## src/garl_pkg.sv

```systemverilog
// Purpose: Constants and types for the gas alarm relay logic
// Assumes: Measured values and thresholds share one unsigned fixed-point scale
// Notes: Flow in 0.01 L/min units, oxygen in 0.01 vol% units
package garl_pkg;
  localparam int VAL_W = 16;
  localparam int FLOW_W = 8;
  // Flow thresholds, 0.01 L/min per count
  localparam logic [FLOW_W-1:0] FLOW_ERR_LIM = 8'h1e;
  localparam logic [FLOW_W-1:0] FLOW_NOTE_LIM = 8'h28;
  // Oxygen threshold window, 0.01 vol% per count
  localparam logic [VAL_W-1:0] O2_MIN_THR = 16'h000a;
  localparam logic [VAL_W-1:0] O2_MAX_THR = 16'h09c4;
  localparam logic [VAL_W-1:0] THR_RST = 16'hffff;
  localparam logic [VAL_W-1:0] HYS_RST = 16'h0000;
  localparam logic CFG_RST = 1'b0;
  localparam logic RELAY_RST = 1'b0;

  typedef enum logic [2:0] {
    GARL_IDLE = 3'b001,
    GARL_ACTIVE = 3'b010,
    GARL_HELD = 3'b100
  } garl_state_t;
endpackage : garl_pkg

```

## src/garl_sync.sv

```systemverilog
// Purpose: Two-flop synchroniser for pin inputs
// Assumes: Input comes from outside the clk domain
// Notes: First stage is read only by the second
`timescale 1ns/1ps
module garl_sync (
  input wire logic clk,
  input wire logic sys_rst,
  input wire logic ce,
  input wire logic d,
  output logic q
);
  logic meta_reg;
  always_ff @(posedge clk) begin
    if (sys_rst) begin
      meta_reg <= 1'b0;
      q <= 1'b0;
    end else if (ce) begin
      meta_reg <= d;
      q <= meta_reg;
    end
  end
endmodule : garl_sync

```

## src/garl_chan.sv

```systemverilog
// Purpose: One alarm channel: compare, hysteresis, latch and acknowledge
// Assumes: sample_vld marks a new measured value
// Notes: Threshold outside the oxygen window is refused in oxygen mode
`timescale 1ns/1ps
module garl_chan
  import garl_pkg::*;
(
  input wire logic clk,
  input wire logic sys_rst,
  input wire logic ce,
  input wire logic sample_vld,
  input wire logic [garl_pkg::VAL_W-1:0] value,
  input wire logic [garl_pkg::VAL_W-1:0] thr_in,
  input wire logic thr_wr,
  input wire logic o2_mode,
  input wire logic [garl_pkg::VAL_W-1:0] hys,
  input wire logic dir_fall,
  input wire logic latching,
  input wire logic ack_any,
  input wire logic ack,
  output logic alarm,
  output logic cond,
  output logic [garl_pkg::VAL_W-1:0] thr
);
  garl_state_t st_reg, st_next;
  logic cond_reg;
  logic [VAL_W-1:0] thr_reg;
  logic [VAL_W:0] up_lim, lo_lim;
  logic trip, clear, cond_now, thr_ok;
  // Marks a hold entered by an accepted acknowledge, so ceasing does not re-arm the relay
  logic acked_reg, acked_next;

  assign thr_ok = !o2_mode || (thr_in >= O2_MIN_THR && thr_in <= O2_MAX_THR);
  assign up_lim = {1'b0, thr_reg} + {1'b0, hys};
  assign lo_lim = ({1'b0, thr_reg} >= {1'b0, hys}) ? {1'b0, thr_reg} - {1'b0, hys} : '0;
  assign trip = dir_fall ? (value < thr_reg) : (value > thr_reg);
  // Release only past threshold by hysteresis, avoids chatter
  assign clear = dir_fall ? ({1'b0, value} >= up_lim) : ({1'b0, value} < lo_lim);
  assign cond_now = cond_reg ? !clear : trip;
  assign acked_next = (st_next == GARL_HELD)
                      && ((st_reg == GARL_ACTIVE) ? (ack && ack_any) : acked_reg);

  always_comb begin
    st_next = st_reg;
    unique case (st_reg)
      GARL_IDLE: if (cond_now) st_next = GARL_ACTIVE;
      GARL_ACTIVE: begin
        if (ack && ack_any) st_next = cond_now ? GARL_HELD : GARL_IDLE;
        else if (!cond_now) st_next = latching ? GARL_HELD : GARL_IDLE;
      end
      GARL_HELD: begin
        // Held covers acked-but-present and latched-after-cease
        if (!cond_now && (ack || !latching || acked_reg)) st_next = GARL_IDLE;
        else if (cond_now && !acked_reg) st_next = GARL_ACTIVE;
      end
      default: st_next = GARL_IDLE;
    endcase
  end

  always_ff @(posedge clk) begin
    if (sys_rst) begin
      st_reg <= GARL_IDLE;
      cond_reg <= 1'b0;
      acked_reg <= 1'b0;
      thr_reg <= THR_RST;
    end else if (ce) begin
      if (thr_wr && thr_ok) thr_reg <= thr_in;
      if (sample_vld) begin
        st_reg <= st_next;
        cond_reg <= cond_now;
        acked_reg <= acked_next;
      end
    end
  end

  // Acked-while-present holds relay off; latched-after-cease keeps it on
  assign alarm = (st_reg == GARL_ACTIVE) || (st_reg == GARL_HELD && !cond_reg && !acked_reg);
  assign cond = cond_reg;
  assign thr = thr_reg;
endmodule : garl_chan

```

## src/garl_top.sv

```systemverilog
// Purpose: Alarm relay decision logic with two alarm channels
// Assumes: Configuration bits are plain ports on clk; key and pump pins are async
// Notes: Relay outputs registered, updated one cycle after a sample
`timescale 1ns/1ps
//
// Contract
// - Alarm disable drops alarm relays, hides reports, activates fault relay.
// - Fail-safe polarity: coil powered idle, unpowered in alarm.
// - Alarm-driven polarity: coil powered only while alarm active.
// - Rising direction alarms when value exceeds threshold.
// - Falling direction alarms when value drops under threshold.
// - Latching holds relay after condition ends until acknowledged.
// - Non-latching returns relay to idle when condition ends.
// - Acknowledging mode releases relay even while condition present.
// - Non-acknowledging mode honours acknowledge only after condition ends.
// - Hysteresis keeps alarm until value passes threshold by that amount.
// - Key acknowledge disabled plus latching: only reset clears alarm.
// - Relay test simulates pre, main or fault until disabled.
// - Two independent channels, pre-alarm and main alarm.
// - Pump adjust drives maintenance signal and fault relay if fitted.
// - Flow error below 0.3 L/min, notice below 0.4 L/min.
// - Oxygen thresholds accepted only from 0.1 to 25 vol%.
module garl_top
  import garl_pkg::*;
(
  input wire logic clk,
  input wire logic sys_rst,
  input wire logic ce,
  input wire logic sample_vld,
  input wire logic [garl_pkg::VAL_W-1:0] value,
  input wire logic o2_mode,
  input wire logic alarm_en,
  input wire logic fail_safe,
  input wire logic key_ack_en,
  input wire logic ack_key_pin,
  input wire logic relay_fitted,
  input wire logic pump_adj_pin,
  input wire logic [garl_pkg::FLOW_W-1:0] flow,
  input wire logic dev_fault,
  input wire logic test_pre,
  input wire logic test_main,
  input wire logic test_fault,
  input wire logic [garl_pkg::VAL_W-1:0] pre_thr_in,
  input wire logic pre_thr_wr,
  input wire logic [garl_pkg::VAL_W-1:0] pre_hys,
  input wire logic pre_dir_fall,
  input wire logic pre_latching,
  input wire logic pre_ack_any,
  input wire logic [garl_pkg::VAL_W-1:0] main_thr_in,
  input wire logic main_thr_wr,
  input wire logic [garl_pkg::VAL_W-1:0] main_hys,
  input wire logic main_dir_fall,
  input wire logic main_latching,
  input wire logic main_ack_any,
  output logic pre_alarm_coil,
  output logic main_alarm_coil,
  output logic fault_coil,
  output logic pre_alarm,
  output logic main_alarm,
  output logic maint_signal,
  output logic flow_error,
  output logic flow_notice
);
  logic ack_key_s, pump_adj_s, ack_key_d_reg, ack_pulse;
  logic pre_st, main_st, pre_c, main_c;
  logic pre_act, main_act, fault_act;
  logic pre_alarm_coil_next, main_alarm_coil_next, fault_coil_next;

  garl_sync u_ack_sync (.clk(clk), .sys_rst(sys_rst), .ce(ce), .d(ack_key_pin), .q(ack_key_s));
  garl_sync u_pump_sync (.clk(clk), .sys_rst(sys_rst), .ce(ce), .d(pump_adj_pin), .q(pump_adj_s));

  // Key press edge, gated: disabled key leaves latched alarms until reset
  assign ack_pulse = ack_key_s && !ack_key_d_reg && key_ack_en;

  garl_chan u_pre (
    .clk(clk), .sys_rst(sys_rst), .ce(ce), .sample_vld(sample_vld), .value(value),
    .thr_in(pre_thr_in), .thr_wr(pre_thr_wr), .o2_mode(o2_mode), .hys(pre_hys),
    .dir_fall(pre_dir_fall), .latching(pre_latching), .ack_any(pre_ack_any),
    .ack(ack_pulse), .alarm(pre_st), .cond(pre_c), .thr()
  );
  garl_chan u_main (
    .clk(clk), .sys_rst(sys_rst), .ce(ce), .sample_vld(sample_vld), .value(value),
    .thr_in(main_thr_in), .thr_wr(main_thr_wr), .o2_mode(o2_mode), .hys(main_hys),
    .dir_fall(main_dir_fall), .latching(main_latching), .ack_any(main_ack_any),
    .ack(ack_pulse), .alarm(main_st), .cond(main_c), .thr()
  );

  assign pre_act = (pre_st && alarm_en) || test_pre;
  assign main_act = (main_st && alarm_en) || test_main;
  // Fault relay also flags disabled alarms and pump adjustment
  assign fault_act = dev_fault || test_fault || !alarm_en
                     || (pump_adj_s && relay_fitted);
  assign pre_alarm_coil_next = fail_safe ? !pre_act : pre_act;
  assign main_alarm_coil_next = fail_safe ? !main_act : main_act;
  assign fault_coil_next = fail_safe ? !fault_act : fault_act;

  always_ff @(posedge clk) begin
    if (sys_rst) begin
      ack_key_d_reg <= 1'b0;
      pre_alarm_coil <= RELAY_RST;
      main_alarm_coil <= RELAY_RST;
      fault_coil <= RELAY_RST;
      pre_alarm <= 1'b0;
      main_alarm <= 1'b0;
      maint_signal <= 1'b0;
      flow_error <= 1'b0;
      flow_notice <= 1'b0;
    end else if (ce) begin
      ack_key_d_reg <= ack_key_s;
      pre_alarm_coil <= pre_alarm_coil_next;
      main_alarm_coil <= main_alarm_coil_next;
      fault_coil <= fault_coil_next;
      pre_alarm <= pre_act;
      main_alarm <= main_act;
      maint_signal <= pump_adj_s;
      // Flow supervision suspended during adjustment
      flow_error <= !pump_adj_s && (flow < FLOW_ERR_LIM);
      flow_notice <= !pump_adj_s && (flow < FLOW_NOTE_LIM);
    end
  end

  property p_dis_fault;
    @(posedge clk) disable iff (sys_rst) (ce && !alarm_en) |=> (fault_coil != $past(fail_safe));
  endproperty
  a_dis_fault: assert property (p_dis_fault) else $error("fault relay not set when disabled");

  property p_dis_quiet;
    @(posedge clk) disable iff (sys_rst)
      (ce && !alarm_en && !test_pre && !test_main) |=> (!pre_alarm && !main_alarm);
  endproperty
  a_dis_quiet: assert property (p_dis_quiet) else $error("alarm reported while disabled");

  property p_failsafe;
    @(posedge clk) disable iff (sys_rst) (ce && fail_safe) |=> (pre_alarm_coil == !pre_alarm);
  endproperty
  a_failsafe: assert property (p_failsafe) else $error("fail-safe coil wrong");

  property p_alarm_drv;
    @(posedge clk) disable iff (sys_rst)
      (ce && !fail_safe) |=> (main_alarm_coil == main_alarm);
  endproperty
  a_alarm_drv: assert property (p_alarm_drv) else $error("alarm-driven coil wrong");

  property p_test;
    @(posedge clk) disable iff (sys_rst) (ce && test_pre) |=> pre_alarm;
  endproperty
  a_test: assert property (p_test) else $error("relay test not simulated");

  property p_pump;
    @(posedge clk) disable iff (sys_rst)
      (ce && pump_adj_s && relay_fitted) |=> (maint_signal && fault_coil != $past(fail_safe));
  endproperty
  a_pump: assert property (p_pump) else $error("pump adjust outputs wrong");

  property p_flow;
    @(posedge clk) disable iff (sys_rst)
      (ce && !pump_adj_s && flow == 8'h1d) |=> (flow_error && flow_notice);
  endproperty
  a_flow: assert property (p_flow) else $error("flow error threshold wrong");

  property p_flow_n;
    @(posedge clk) disable iff (sys_rst)
      (ce && !pump_adj_s && flow == 8'h27) |=> (!flow_error && flow_notice);
  endproperty
  a_flow_n: assert property (p_flow_n) else $error("flow notice threshold wrong");

  property p_nokey;
    @(posedge clk) disable iff (sys_rst)
      (ce && !key_ack_en) |-> !ack_pulse;
  endproperty
  a_nokey: assert property (p_nokey) else $error("key acknowledge while disabled");

  property p_rise;
    @(posedge clk) disable iff (sys_rst)
      (ce && sample_vld && !pre_dir_fall && value > u_pre.thr_reg && !pre_c)
        |=> (ce |-> pre_c);
  endproperty
  a_rise: assert property (p_rise) else $error("rising alarm missed");
endmodule : garl_top

```

## config.mk

```make
export PLATFORM = sky130hd
export DESIGN_NAME = garl_top
export DESIGN_NICKNAME = d
export VERILOG_FILES = /design/src/garl_pkg.sv /design/src/garl_sync.sv /design/src/garl_chan.sv /design/src/garl_top.sv
export SDC_FILE = /design/constraint.sdc
export NUM_CORES = 1
export LEC_CHECK = 0
export ABC_AREA = 0
export ABC_CLOCK_PERIOD_IN_PS = 4800
export BUFFER_PORTS_ARGS = -buffer_cell sky130_fd_sc_hd__buf_2
export CAP_MARGIN = 20
export CORE_UTILIZATION = 35
export DETAILED_ROUTE_END_ITERATION = 7
export GPL_TIMING_DRIVEN = 0
export SYNTH_ARGS = -nofsm -noshare
export SYNTH_HDL_FRONTEND = slang
export SYNTH_SLANG_ARGS = --single-unit
```

## constraint.sdc

```tcl
create_clock -name clk -period 4.8 [get_ports clk]
set_input_delay 0.96 -clock clk [delete_from_list [all_inputs] [get_ports clk]]
set_output_delay 0.96 -clock clk [all_outputs]
set_load 0.01 [all_outputs]
```

==> results.yml <==
drt:
  wirelength_um: 23900
  dr.pass1.iters: 7
  drc_errors: 0
  num_vias: 7934
  drtAntennaViolNets: 0
  initialDrtViolationCount: 293
  vias_per_cell: 5.368
  routedWlPerCell_um: 16.17
timing:
  max_freq_mhz: 210.9
  finalWorstPathRequiredPeriod_ns: 4.742
  fin_crit_sh_pct: 98.80
  hold_slack_ns: 0.4902
  hold_viol_final: 0
  relSlewSlack_pct: 53.12
  worst_clock_skew_ns: 0.008125
  rsz0062_at_grt: "true"
  worst_slew_pin_slew_ns: 0.6968
  slew_viol_final: 0
  finalSetupTns_ns: 0
  setup_viol: 0
  fin_ws_ns: 0.05766
clocking:
  cts_buffers: 5
  path_clk_slew_ns: 0.08
  cts.sinks: 55
  htreeDepth: 2
  clk_path_buf_depth: 2
  clockRootBuffer: "clkbuf_16"
  cts_tree: "yes"
  clock_latency_ns: 0.30
logic_synthesis:
  synth_seq_cells: 55
  syn_nets: 1333
  synth-simple-area-share_pct: 19.35
  synthCells: 1060
  ys.flop_type: "dfxtp_1"
  synth_compound_area_share_pct: 26.82
  synth_top_family_by_area: "compound AO/OA/AOI/OAI gates"
  syn-cell-area_sq_um: 7935
  synth_xor_area_share_pct: 5.077
  synth_edf_count: 0
  ys_types: 72
  yosysSeqAreaShare_pct: 13.88
  synth_fa_ha_area_share_pct: 25.92
  synth.area.mux_share_pct: 1.829
  avgSynthCellArea_sq_um: 7.486
  async_reset_ff_share_pct: 0
  ys.warnings.count: 0
placement:
  dpl.hpwl_um: 20030
  placed_area_sq_um: 8871
  numPortBuffers: 117
  gp_congestion: 0.8938
  pre_cts_ws_ns: -0.9687
critical_path:
  crit_fanout: 4
  path_delay_family: "compound AO/OA/AOI/OAI gates"
  arrival_ns: 4.98
  required_ns: 5.03
  cp_cell_sequence: "buf_8 -> ha_4 -> fa_2 -> nor2b_4 -> o311ai_4 -> a211oi_4 -> a211oi_2 -> o21bai_2 -> a21oi_2 -> o21bai_1 -> xnor2_1 -> ha_1 -> a22oi_1 -> nand2_1 -> a211oi_2 -> o211ai_1 -> a41oi_2 -> o32ai_4 -> buf_6 -> a211o_1 -> a21oi_1"
  crit_buf_inv: 2
  criticalPathCategory: "in2reg"
  max_stage_delay_ns: 0.40
  crit_top_cell: "a211oi_2"
  crit_path_start_kind: "input pin"
  cp-end-kind: "flip-flop"
  cpMaxStageDelayCell: "fa_2"
die:
  rows: 54
  die_area_sq_um: 23280
  start_util_pct: 36.03
  die_y_um: 152.6
  ios: 119
  core_area_sq_um: 22030
  die_x_um: 152.6
grt:
  grt_pass1_vias: 7759
  grt_pass1_wl_um: 38050
  grt_usage_pct: 20.16
  grt_overflow_total: 0
  antenna_found_initial: 2
  grt_max_degree: 18
run:
  maxCapViolCount: 0
cells_and_area:
  syn_to_final_growth_pct: 20.58
  fin_area_sq_um: 9568
  post-route-util_pct: 43.44
  drive_above_1_share_pct: 19.15
  fin_nets: 1468
power:
  powerDensity_nw_per_um2: 212.6
  vdd.ir_drop.worst_mv: 0.1357
  p_leak_nw: 4.407
run_status:
  status: "finished, final reports clean"
min_path:
  min_path_type: "reg2reg"
## stage by stage
step	total power, mW	instances
global route	2.198	1478
floorplan	1.211	1060
finish	2.035	1478
global placement	1.474	1457
CTS	1.979	1473
detailed placement	1.487	1457
## cells by family after synthesis
logic type,after synthesis
AOI/OAI and AO/OA,314
xor gates and xnor gates,46
muxes,14
DFF,55
and+or+nand+nor,324
adders and majority gates,162
buffers and inverters,145
## worst min-delay path, delay by kind of cell, from the launching register on
family,cells,cell delay (ns)
and+or+nand+nor,1,0.08
AOI/OAI and AO/OA,1,0.05
DFF,1,0.32
## worst paths after layout
kind | from | to | slack (ns) | cells past startpoint
worst max-delay path | main_hys[0] | u_main.st_reg[1] | 0.06 | 21
worst min-delay path | main_alarm | main_alarm | 0.49 | 2
worst max register to register | u_main.thr[0] | u_main.acked_reg | 0.28 | 21
worst min register to register | main_alarm | main_alarm | 0.49 | 2
## cell usage in the layout (no fill, tap or decap), drive strengths merged, types with 7 or more instances in the layout
master,count
nor4,11
or3,7
a31oi,10
nor2b,11
o21a,12
nand2b,17
o21ai,66
xor2,10
dfxtp,55
o211ai,45
nor3,29
xnor2,36
buf,148
a2111oi,10
a21o,10
o21bai,10
inv,105
a211oi,17
ha,158
nor2,85
a21oi,78
nand3,23
mux2i,10
nand4,9
clkbuf,26
nand2,105
## where the power goes
part           switching (mW)  leakage, nW  total (mW)  internal (mW)
Combinational           0.611         3.87        1.08          0.472
Sequential             0.0289        0.451       0.509          0.480
Clock                   0.180       0.0875       0.443          0.263
Total                   0.820         4.41        2.03           1.21
## synthesized netlist by cell type, types with 12 or more instances
master | n | area (sq um)
ha_1 | 158 | 1977
nand2_1 | 105 | 394.1
inv_1 | 103 | 386.6
nor2_1 | 85 | 319.1
a21oi_1 | 76 | 380.4
dfxtp_1 | 55 | 1101
o21ai_0 | 54 | 270.3
o211ai_1 | 45 | 337.8
xnor2_1 | 36 | 315.3
nor3_1 | 29 | 145.1
clkbuf_1 | 28 | 105.1
nand3_1 | 23 | 115.1
nand2b_1 | 17 | 106.4
a211oi_1 | 16 | 120.1
o21a_1 | 12 | 90.09
## per-layer routing
| metal | up-vias | routed length [um] | track usage [%] |
|---|---|---|---|
| li1 | 4107 | - | - |
| met1 | 3679 | 11020 | 25.55 |
| met2 | 117 | 11550 | 35.61 |
| met3 | 31 | 630 | 1.394 |
| met4 | 0 | 706 | 7.600 |
| met5 | - | 0 | 0 |
## repair_timing
action | 4_1_cts | 5_1_grt
buffers inserted | 9 | 10
hold buffers | 0 | 0
pin swaps | 19 | 45
resized for setup | 36 | 49
setup endpoints to repair | 10 | 10
## final cells by class
class | instances | area, sq um
clock inverters | 2 | 38.79
fillers | 2327 | 12460
well taps | 280 | 350.3
plain buffers | 32 | 143.9
repair buffers | 136 | 752.0
diodes | 2 | 5.005
multi-input cells | 860 | 6644
inverters | 105 | 394.1
clock buffers | 6 | 138.9
flip-flops and latches | 55 | 1101
(Power assumes the default switching activity.)
